$ cat src/pkg/pwr_clk_pkg.sv
// Purpose: shared constants and types for the power mode and clock controller
// Assumes: 32-bit APB data, one aligned word per register
// Notes: offsets are byte addresses on the APB
package pwr_clk_pkg;

  // ***************************************************
  // register map
  // ***************************************************
  localparam int APB_AW = 8;
  localparam logic [7:0] OFS_MODE = 8'h00;
  localparam logic [7:0] OFS_PERIPH = 8'h04;
  localparam logic [7:0] OFS_DIV = 8'h08;
  localparam logic [7:0] OFS_CLK = 8'h0C;
  localparam logic [7:0] OFS_STAT = 8'h10;

  // ***************************************************
  // field positions and reset values
  // ***************************************************
  localparam int MODE_IDLE_BIT = 0;
  localparam int MODE_PDOWN_BIT = 1;
  localparam int CLK_PLL_EN_BIT = 0;
  localparam int CLK_PLL_CONN_BIT = 1;
  localparam int CLK_RTC_EXT_BIT = 2;
  localparam int STAT_LOCK_BIT = 4;
  localparam logic [1:0] MODE_RESET = 2'h0;
  localparam logic [2:0] CLK_RESET = 3'h0;

  // divider ratio codes; quarter rate is the reset value
  localparam logic [1:0] DIV_QUARTER = 2'h0;
  localparam logic [1:0] DIV_FULL = 2'h1;
  localparam logic [1:0] DIV_HALF = 2'h2;
  localparam logic [1:0] DIV_RESET = DIV_QUARTER;

  // ***************************************************
  // timing and sizes
  // ***************************************************
  localparam int N_PERIPH_DEF = 8;
  localparam int WAKE_CYCLES_DEF = 2048;

  // ***************************************************
  // types
  // ***************************************************
  typedef enum logic [3:0] {
    ST_RUN = 4'h1,
    ST_IDLE = 4'h2,
    ST_PDOWN = 4'h4,
    ST_WAKE = 4'h8
  } pm_state_t;

  typedef struct packed {
    logic psel;
    logic penable;
    logic pwrite;
    logic [7:0] paddr;
    logic [31:0] pwdata;
  } apb_req_t;

  typedef struct packed {
    logic cpu_clk_en;
    logic bus_clk_en;
    logic osc_en;
    logic pll_en;
    logic pll_sel;
    logic pin_hold;
  } gate_t;

  // word address match, used by write and read decode
  function automatic logic addr_is(input logic [7:0] addr, input logic [7:0] ofs);
    addr_is = (addr[7:2] == ofs[7:2]);
  endfunction

endpackage

$ cat src/design/pclk_divider.sv
// Purpose: peripheral clock enable divider, full, half or quarter rate
// Assumes: ratio comes from a register on the same clock
// Notes: a new ratio is taken only at the end of a whole period
`timescale 1ns/1ps
module pclk_divider
  import pwr_clk_pkg::*;
(
  // clock and reset
  input wire logic sys_clk,
  input wire logic rst_n,
  // control
  input wire logic run,
  input wire logic [1:0] ratio,
  // enable pulse out
  output logic pclk_en
);

  logic [1:0] cnt_reg;
  logic [1:0] cnt_next;
  logic [1:0] act_reg;
  logic [1:0] act_next;
  logic en_reg;
  logic en_next;
  logic [1:0] last;

  // ***************************************************
  // divide state
  // ***************************************************
  // terminal count of the ratio in use
  always_comb
  begin
    unique case (act_reg)
      DIV_FULL: last = 2'h0;
      DIV_HALF: last = 2'h1;
      default: last = 2'h3;
    endcase
  end

  // ratio swaps only at wrap, so no period is cut short
  always_comb
  begin
    cnt_next = cnt_reg;
    act_next = act_reg;
    en_next = 1'b0;
    if (run)
    begin
      if (cnt_reg >= last)
      begin
        cnt_next = 2'h0;
        en_next = 1'b1;
        act_next = ratio;
      end
      else
      begin
        cnt_next = cnt_reg + 2'h1;
      end
    end
  end

  // registers; quarter rate out of reset
  always_ff @(posedge sys_clk or negedge rst_n)
  begin
    if (!rst_n)
    begin
      cnt_reg <= 2'h0;
      act_reg <= DIV_RESET;
      en_reg <= 1'b0;
    end
    else
    begin
      cnt_reg <= cnt_next;
      act_reg <= act_next;
      en_reg <= en_next;
    end
  end

  assign pclk_en = en_reg;

endmodule

$ cat src/design/pwr_clk_ctrl.sv
// Purpose: power mode controller and peripheral clock control
// Assumes: APB master on sys_clk; irq_pending is on sys_clk
// Notes: wake_irq and pll_lock are asynchronous and are synchronised
// Behaviour
// - idle halts the processor clock until reset or an interrupt
// - peripheral clock enables keep running while idle
// - idle gates processor, memory, controller and bus clocks; here only cpu_clk_en and bus_clk_en are gated
// - power-down stops the oscillator and every internal clock
// - power-down keeps all state and freezes output pins
// - power-down ends on reset or an asynchronous wake interrupt
// - rtc clock is peripheral clock or external 32 kHz, runs in power-down
// - each peripheral has its own clock enable bit
// - peripheral clock is cpu clock divided by one, two or four
// - divider runs at quarter rate after reset
// - pll stays enabled through idle if it was running
// - wake from power-down waits out the wake-up timer
// - pll is off and bypassed after reset
//
// The implementer's own choices: register access over APB and the register offsets.
`timescale 1ns/1ps
module pwr_clk_ctrl
  import pwr_clk_pkg::*;
#(
  parameter int N_PERIPH = N_PERIPH_DEF,
  parameter int WAKE_CYCLES = WAKE_CYCLES_DEF
)
(
  // clock and reset
  input wire logic sys_clk,
  input wire logic rst_n,
  // apb slave
  input wire apb_req_t apb_req,
  output logic [31:0] prdata,
  output logic pready,
  output logic pslverr,
  // wake sources
  input wire logic irq_pending,
  input wire logic wake_irq,
  input wire logic pll_lock,
  // clock gates and holds
  output gate_t gate,
  output logic pclk_en,
  output logic [N_PERIPH-1:0] periph_clk_en,
  output logic rtc_ext_sel,
  output logic rtc_pclk_en
);

  localparam int WCW = $clog2(WAKE_CYCLES + 1);
  localparam logic [WCW-1:0] WAKE_LOAD = WCW'(WAKE_CYCLES);

  // ***************************************************
  // synchronisers
  // ***************************************************
  logic [1:0] sync1_reg;
  logic [1:0] sync2_reg;
  logic wake_s;
  logic lock_s;

  // first stage feeds only the second stage
  always_ff @(posedge sys_clk or negedge rst_n)
  begin
    if (!rst_n)
    begin
      sync1_reg <= 2'h0;
      sync2_reg <= 2'h0;
    end
    else
    begin
      sync1_reg <= {pll_lock, wake_irq};
      sync2_reg <= sync1_reg;
    end
  end

  assign wake_s = sync2_reg[0];
  assign lock_s = sync2_reg[1];

  // ***************************************************
  // apb decode
  // ***************************************************
  logic setup;
  logic wr;
  logic mapped;

  assign setup = apb_req.psel && !apb_req.penable;
  assign wr = apb_req.psel && apb_req.penable && apb_req.pwrite;

  // unmapped words answer with an error
  always_comb
  begin
    mapped = addr_is(apb_req.paddr, OFS_MODE)
      || addr_is(apb_req.paddr, OFS_PERIPH)
      || addr_is(apb_req.paddr, OFS_DIV)
      || addr_is(apb_req.paddr, OFS_CLK)
      || addr_is(apb_req.paddr, OFS_STAT);
  end

  // zero wait states
  assign pready = 1'b1;
  assign pslverr = apb_req.psel && apb_req.penable && !mapped;

  // ***************************************************
  // software registers
  // ***************************************************
  logic [1:0] mode_reg;
  logic [1:0] mode_next;
  logic [N_PERIPH-1:0] periph_reg;
  logic [N_PERIPH-1:0] periph_next;
  logic [1:0] div_reg;
  logic [1:0] div_next;
  logic [2:0] clk_reg;
  logic [2:0] clk_next;
  logic mode_clr;

  // hardware clears the mode request on wake; a write in the
  // same cycle lands after the clear, so it is not lost
  always_comb
  begin
    mode_next = mode_reg;
    periph_next = periph_reg;
    div_next = div_reg;
    clk_next = clk_reg;
    if (mode_clr)
    begin
      mode_next = MODE_RESET;
    end
    if (wr && addr_is(apb_req.paddr, OFS_MODE))
    begin
      mode_next = apb_req.pwdata[1:0];
    end
    if (wr && addr_is(apb_req.paddr, OFS_PERIPH))
    begin
      periph_next = apb_req.pwdata[N_PERIPH-1:0];
    end
    if (wr && addr_is(apb_req.paddr, OFS_DIV))
    begin
      div_next = apb_req.pwdata[1:0];
    end
    if (wr && addr_is(apb_req.paddr, OFS_CLK))
    begin
      clk_next = apb_req.pwdata[2:0];
    end
  end

  // nothing here is touched by power-down, so contents survive it
  always_ff @(posedge sys_clk or negedge rst_n)
  begin
    if (!rst_n)
    begin
      mode_reg <= MODE_RESET;
      periph_reg <= '1;
      div_reg <= DIV_RESET;
      clk_reg <= CLK_RESET;
    end
    else
    begin
      mode_reg <= mode_next;
      periph_reg <= periph_next;
      div_reg <= div_next;
      clk_reg <= clk_next;
    end
  end

  // ***************************************************
  // power mode state machine
  // ***************************************************
  pm_state_t st_reg;
  pm_state_t st_next;
  logic [WCW-1:0] wcnt_reg;
  logic [WCW-1:0] wcnt_next;

  // power-down wins if both mode bits are set
  always_comb
  begin
    st_next = st_reg;
    wcnt_next = wcnt_reg;
    mode_clr = 1'b0;
    unique case (st_reg)
      ST_RUN:
      begin
        if (mode_reg[MODE_PDOWN_BIT])
        begin
          st_next = ST_PDOWN;
        end
        else if (mode_reg[MODE_IDLE_BIT])
        begin
          st_next = ST_IDLE;
        end
      end
      ST_IDLE:
      begin
        // only an interrupt gets the cpu back
        if (irq_pending)
        begin
          st_next = ST_RUN;
          mode_clr = 1'b1;
        end
      end
      ST_PDOWN:
      begin
        if (wake_s)
        begin
          st_next = ST_WAKE;
          wcnt_next = WAKE_LOAD;
          mode_clr = 1'b1;
        end
      end
      ST_WAKE:
      begin
        // oscillator restarting; cpu stays held until count ends
        if (wcnt_reg == '0)
        begin
          st_next = ST_RUN;
        end
        else
        begin
          wcnt_next = wcnt_reg - WCW'(1);
        end
      end
      default:
      begin
        st_next = ST_RUN;
      end
    endcase
  end

  always_ff @(posedge sys_clk or negedge rst_n)
  begin
    if (!rst_n)
    begin
      st_reg <= ST_RUN;
      wcnt_reg <= '0;
    end
    else
    begin
      st_reg <= st_next;
      wcnt_reg <= wcnt_next;
    end
  end

  // ***************************************************
  // clock gates
  // ***************************************************
  gate_t gate_reg;
  gate_t gate_next;
  logic clk_live;

  // peripheral clocks live in run and idle only
  assign clk_live = (st_next == ST_RUN) || (st_next == ST_IDLE);

  // gates follow the next state so they line up with it
  always_comb
  begin
    gate_next.cpu_clk_en = (st_next == ST_RUN);
    gate_next.bus_clk_en = (st_next == ST_RUN);
    gate_next.osc_en = (st_next != ST_PDOWN);
    // pll kept through idle; off with the oscillator in power-down
    gate_next.pll_en = clk_reg[CLK_PLL_EN_BIT] && (st_next != ST_PDOWN);
    // connect only once locked, else stay on the oscillator
    gate_next.pll_sel = clk_reg[CLK_PLL_CONN_BIT] && gate_next.pll_en
      && lock_s && clk_live;
    gate_next.pin_hold = (st_next == ST_PDOWN);
  end

  always_ff @(posedge sys_clk or negedge rst_n)
  begin
    if (!rst_n)
    begin
      gate_reg <= '{cpu_clk_en: 1'b1, bus_clk_en: 1'b1, osc_en: 1'b1,
                    pll_en: 1'b0, pll_sel: 1'b0, pin_hold: 1'b0};
    end
    else
    begin
      gate_reg <= gate_next;
    end
  end

  assign gate = gate_reg;

  // ***************************************************
  // peripheral clock divider
  // ***************************************************
  logic div_run;

  // divider keeps ticking in idle so peripherals can interrupt
  assign div_run = clk_live;

  pclk_divider u_div (
    .sys_clk(sys_clk),
    .rst_n(rst_n),
    .run(div_run),
    .ratio(div_reg),
    .pclk_en(pclk_en)
  );

  // per peripheral gate of the shared enable
  genvar gi;
  generate
    for (gi = 0; gi < N_PERIPH; gi++)
    begin : g_periph
      assign periph_clk_en[gi] = pclk_en && periph_reg[gi];
    end
  endgenerate

  // rtc source; the external 32 kHz path is never gated here,
  // so the rtc keeps counting through power-down
  assign rtc_ext_sel = clk_reg[CLK_RTC_EXT_BIT];
  assign rtc_pclk_en = pclk_en && !clk_reg[CLK_RTC_EXT_BIT];

  // ***************************************************
  // read data
  // ***************************************************
  logic [31:0] rd_reg;
  logic [31:0] rd_next;

  // captured in the setup cycle, shown in the access cycle
  always_comb
  begin
    rd_next = rd_reg;
    if (setup)
    begin
      rd_next = 32'h0000_0000;
      if (addr_is(apb_req.paddr, OFS_MODE))
      begin
        rd_next[1:0] = mode_reg;
      end
      else if (addr_is(apb_req.paddr, OFS_PERIPH))
      begin
        rd_next[N_PERIPH-1:0] = periph_reg;
      end
      else if (addr_is(apb_req.paddr, OFS_DIV))
      begin
        rd_next[1:0] = div_reg;
      end
      else if (addr_is(apb_req.paddr, OFS_CLK))
      begin
        rd_next[2:0] = clk_reg;
      end
      else if (addr_is(apb_req.paddr, OFS_STAT))
      begin
        rd_next[3:0] = st_reg;
        rd_next[STAT_LOCK_BIT] = lock_s;
      end
    end
  end

  always_ff @(posedge sys_clk or negedge rst_n)
  begin
    if (!rst_n)
    begin
      rd_reg <= 32'h0000_0000;
    end
    else
    begin
      rd_reg <= rd_next;
    end
  end

  assign prdata = rd_reg;

endmodule

$ cat config.mk
export PLATFORM = sky130hd
export DESIGN_NAME = pwr_clk_ctrl
export DESIGN_NICKNAME = d
export VERILOG_FILES = /design/src/pkg/pwr_clk_pkg.sv /design/src/design/pclk_divider.sv /design/src/design/pwr_clk_ctrl.sv
export SDC_FILE = /design/constraint.sdc
export NUM_CORES = 1
export LEC_CHECK = 0
export ABC_AREA = 1
export ABC_CLOCK_PERIOD_IN_PS = 2600
export BUFFER_PORTS_ARGS = -buffer_cell sky130_fd_sc_hd__buf_2
export CORE_AREA = 2 2 61 121
export CTS_CLUSTER_SIZE = 16
export DETAILED_ROUTE_END_ITERATION = 8
export DIE_AREA = 0 0 63 123
export PLACE_DENSITY = 0.73
export RECOVER_POWER = 50
export REMOVE_ABC_BUFFERS = 1
export SLEW_MARGIN = 20
export SYNTH_ARGS = -nofsm -noshare
export SYNTH_HDL_FRONTEND = slang
export SYNTH_SLANG_ARGS = --single-unit
$ cat constraint.sdc
create_clock -name sys_clk -period 2.6 [get_ports sys_clk]
set_input_delay 0.52 -clock sys_clk [delete_from_list [all_inputs] [get_ports sys_clk]]
set_output_delay 0.52 -clock sys_clk [all_outputs]
set_load 0.01 [all_outputs]
=== After elaboration in Yosys (flattened, before gate mapping) ===
Index checks and enable logic that the tools add are counted.

* Output and inout bits: 51
* Register bits after elaboration: 53

* Muxes and demuxes: 27
* Reductions and logical operators: 35
* Order comparisons: 1
* Eq/ne operators: 16
* Add/sub/neg operators: 2

{| class="wikitable"
|+ Operators with widths
! kind !! number
|-
| $mux 12 || 2
|-
| $pmux 12 s2 || 1
|-
| $logic_and 1x1->1 || 21
|-
| $mux 4 || 5
|-
| $pmux 4 s4 || 1
|-
| $eq 6x2->1 const B || 2
|-
| $logic_not 12->1 || 1
|-
| $mux 2 || 6
|-
| $sub 12x1->12 const B || 1
|-
| $mux 5 || 2
|-
| $mux 3 || 3
|-
| $eq 4x1->1 const B || 2
|-
| $eq 4x2->1 const B || 2
|-
| $eq 4x3->1 const B || 2
|-
| $eq 6x1->1 const B || 1
|-
| $eq 6x3->1 const B || 1
|-
| $logic_not 6->1 || 1
|-
| $mux 6 || 1
|-
| $logic_or 1x1->1 || 5
|-
| $eq 4x4->1 const B || 1
|-
| $mux 1 || 4
|-
| $ne 2x2->1 const B || 2
|-
| $ne 4x3->1 const B || 1
|-
| $pmux 2 s2 || 1
|-
| 9 further kinds || 12
|}

=== Logic depth before layout (Yosys ltp) ===
* Depth in word-level cells: 8
* Mapped depth: 11
* Depth with buffers taken out: 11

=== Cells and area by module ===
From an unflattened synthesis, not the netlist that was laid out.

* Cell total of the unflattened synthesis: 371
* Area, all modules: 2921.6 µm²

{| class="wikitable"
|+ By module, submodules not included
! module !! cells each !! seq. area each (µm²) !! area each (µm²) !! times used
|-
| pwr_clk_ctrl || 341 || 1214.9 || 2655.0 || 1
|-
| pclk_divider || 30 || 125.1 || 266.5 || 1
|}

=== Worst setup path before layout ===
Ideal clock, no wire load.

* Path type: input-to-output
* From: in apb_req[39] in the netlist's numbering
* To: out pslverr
* Data required time: 2.080 ns
* Arrival: 1.186 ns
* Setup slack: 0.894 ns
* Cell stages on the path: 5
* Cell sequence: nor2_2 buf_2 nand3_1 o31ai_1 nor2_1

* Longest elaborated chain between the ends: 7

{| class="wikitable"
|+ Ends and longest elaborated chain
! item !! line !! text
|-
| from (decl) || pwr_clk_ctrl.sv:32 || <nowiki>input wire apb_req_t apb_req,</nowiki>
|-
| $eq 6x1->1 or $logic_not 6->1 (tied branches) || pwr_clk_pkg.sv:69 || <nowiki>addr_is = (addr[7:2] == ofs[7:2]);</nowiki>
|-
| $logic_or 1x1->1 || pwr_clk_ctrl.sv:91 || <nowiki>|| addr_is(apb_req.paddr, OFS_PERIPH)</nowiki>
|-
| $logic_or 1x1->1 || pwr_clk_ctrl.sv:92 || <nowiki>|| addr_is(apb_req.paddr, OFS_DIV)</nowiki>
|-
| $logic_or 1x1->1 || pwr_clk_ctrl.sv:93 || <nowiki>|| addr_is(apb_req.paddr, OFS_CLK)</nowiki>
|-
| $logic_or 1x1->1 (*) || pwr_clk_ctrl.sv:94 || <nowiki>|| addr_is(apb_req.paddr, OFS_STAT);</nowiki>
|-
| $logic_not 1->1 (*) || pwr_clk_ctrl.sv:99 || <nowiki>assign pslverr = apb_req.psel && apb_req.penable && !mapped;</nowiki>
|-
| $logic_and 1x1->1 (*) || pwr_clk_ctrl.sv:99 ||
|-
| to (decl) || pwr_clk_ctrl.sv:35 || <nowiki>output logic pslverr,</nowiki>
|}

Every way passes the cells marked *; elsewhere a longest branch is shown, timed or not.

=== Worst setup path after layout ===
* From: in apb_req[34] in the netlist's numbering
* To: out pslverr

Same word-level chain as after synthesis.

==> metrics.txt <==
outcome finished clean; Worst Path Buf+Inv 2; required time worst endpoint 2.08 ns; worst vdd ir 599 µV; Yosys reg bits 53; critical path endpoint pslverr; Placement Setup Slack ~0.72 ns; Post-CTS Hold Buffers 0; vias in the first global route 2,377; die area 7750 µm²; Final Wtd Congestion 0.938; clock power share 30.6%; RSZ-0062 raised after global routing false; Psw between 0.0007 and 0.0008 W; part of the cycle the worst path needs 73.4%; setup slack, reg-to-reg 0.79 ns; Sequential Power Share approximately 42%; DP Cell Count around 500; CTS Root Cell clkbuf_16; dpl cell area 3230 µm²; # fillers roughly 690; reg2reg path depth 8; final instance area 3370 µm²; Clock Tree Buf Depth 2; crit path time final 1.91 ns; Synth area leader dfrtp_1; critical path cell sequence buf_2, nor2_1, nand3_1, o31ai_1, nor2_1, buf_2; CTS H-tree lvls 2; Int Power 0.00164 W; die span in x approximately 63 µm; Total Wirelength 5980 µm; max_cap viols 0; Data arrival, critical path 1.39 ns; Core ar. 6830 µm²; Initial Util between 40% and 50%; Multi-input gate area 1310 µm²; Yosys cell types 35; Slew HR 15.3%; CP Max Fanout 5; critical setup path kind in -> out; Avg WL per Cell 11.5 µm; CTS Buf Count 5; CP top delay family simple AND/OR/NAND/NOR gates; Syn. warnings 0; Layout Skew between 0.005 and 0.006 ns; ant diodes 0; RR Endpoint u_div.act_reg[1]; post_cts resized 0; Slew @ Worst Pin 1.27 ns; worst skew pair latency about 0.29 ns; Worst path depth 6; Combinational Power Share 27.1%; setup TNS 0 ns; Seq. cell area 1340 µm²; Clock transition at path regs 0.07 ns; Sw Ratio between 30 and 40%; GRT Overall Usage 16.7%; Power Density 723 nW/µm²; DR pass1 iterations 4; register area share after synthesis 44.6%; total setup buffers inserted after CTS 0; crit path from apb_req[34]; Post-Syn Area 3010 µm²; initial antenna violation count 0; Synth area leaders dfrtp_1 (35%), nand2_1 (13%), dfstp_2 (9.6%); Final Slew Violations 0; iteration-0 DRC count of the detailed router 97; layout cells sized above 1 18.1%; Cell Rows between 40 and 50; slowest stage cell on the critical path nor2_1; # port buffers 47; Leak 1.89 nW; Hold Path Class in -> reg; Final Setup Violations 0; Die H 123 µm; final std cells w/o fill 521; total clock sinks 53; antenna viol nets, final 0; Largest register FFs 12; via count approximately 2.5k; final worst slack 0.692 ns; crit path launch type input pin; CP max stage delay around 0.25 ns; Via density 4.73; placed wire-length estimate 4590 µm; largest net degree at the start of global routing 30; Mapped Cells ~380; Synth top area share between 30% and 40%; DR DRC count 0; Synth Area per Inst ~7.8 µm²; Worst R2R Start st_reg[0]; Max Freq 524 MHz; Ports 99; Setup crit end kind output pin; fin nets 483; global route overflow 0; Hold Fails Final Rpt 0; first-pass GRT wire length ~10,000 µm; P&R area growth vs syn 12.2%; CTS tree yes
[worst min-delay path by stage]
stage | from | end | cells after the start
6_report | pll_lock | sync1_reg[1] | 1
5_1_grt | pll_lock | sync1_reg[1] | 1
4_1_cts | rst_n | wcnt_reg[9] | 1
3_5_place_dp | sync1_reg[0] | sync2_reg[0] | 0
3_3_place_gp | sync1_reg[1] | sync2_reg[1] | 0
2_1_floorplan | rst_n | clk_reg[0] | 0
[logic make-up after synthesis]
group                      after synthesis  share of synthesized area (%)
other                                    2                          0.250
AOI/OAI and AO/OA                       39                           8.20
and+or+nand+nor                        195                           29.2
adders and majority gates                5                           2.08
DFF                                     53                           44.6
buffers and inverters                   85                           14.5
xor gates and xnor gates                 4                           1.17
[placed cells by master (no fill, tap or decap), types with 5 or more instances in the layout]
master     instances
dfrtp_1           42
clkbuf_16          5
conb_1            25
inv_1             50
clkbuf_1           6
buf_2             41
nor2_1            34
nand2_1          103
o21ai_0           20
ha_1               5
nor2_2             5
nand3_1           28
dfstp_2           10
nand4_1           17
[through the flow]
stage          hold WS, ns  power [W]  util [%]
2_1_floorplan        0.224    0.00153         -
3_3_place_gp         0.334    0.00171      47.3
3_5_place_dp         0.335    0.00172      47.3
4_1_cts              0.236    0.00248      49.8
5_1_grt              0.327    0.00263      49.4
6_report             0.334    0.00244      49.4
[cell type report]
cell class | instances | area share (%)
repair buffers | 49 | 7.12
inverters | 53 | 5.97
clock buffers | 5 | 3.71
multi-input cells | 268 | 38.8
well taps | 90 | 3.34
flip-flops and latches | 53 | 39.7
clock inverters | 3 | 1.30
[power groups by stage]
stage | sequential [W] | combinational, W | clock, W
floorplan | 0.00105 | 0.000488 | 0
global placement | 0.00105 | 0.000666 | 0
detailed placement | 0.00105 | 0.000676 | 0
CTS | 0.00103 | 0.000685 | 0.000765
global route | 0.00105 | 0.000789 | 0.000792
finish | 0.00103 | 0.000661 | 0.000745
[cells in the mapped netlist, drive strengths merged]
master	number
ha	5
o21ai	23
conb	2
nor3	3
o22ai	3
buf	30
o211ai	1
o2111ai	2
dfrtp	42
o32ai	1
xor2	2
a21oi	3
xnor2	2
nand4	17
nor2	40
nand3	30
a21o	1
a22o	3
dfstp	11
clkbuf	2
nand2	105
o31ai	1
inv	53
o21bai	1
[routing by layer]
metal  up-vias  track usage (%)  routed length, µm
met1      1124             22.5               2690
li1       1267                -                  -
met3         4             2.37                332
met2        70             27.3               2900
met5         -                0                  0
met4         0             5.97                 51
Power figures use the tool's default switching activity.
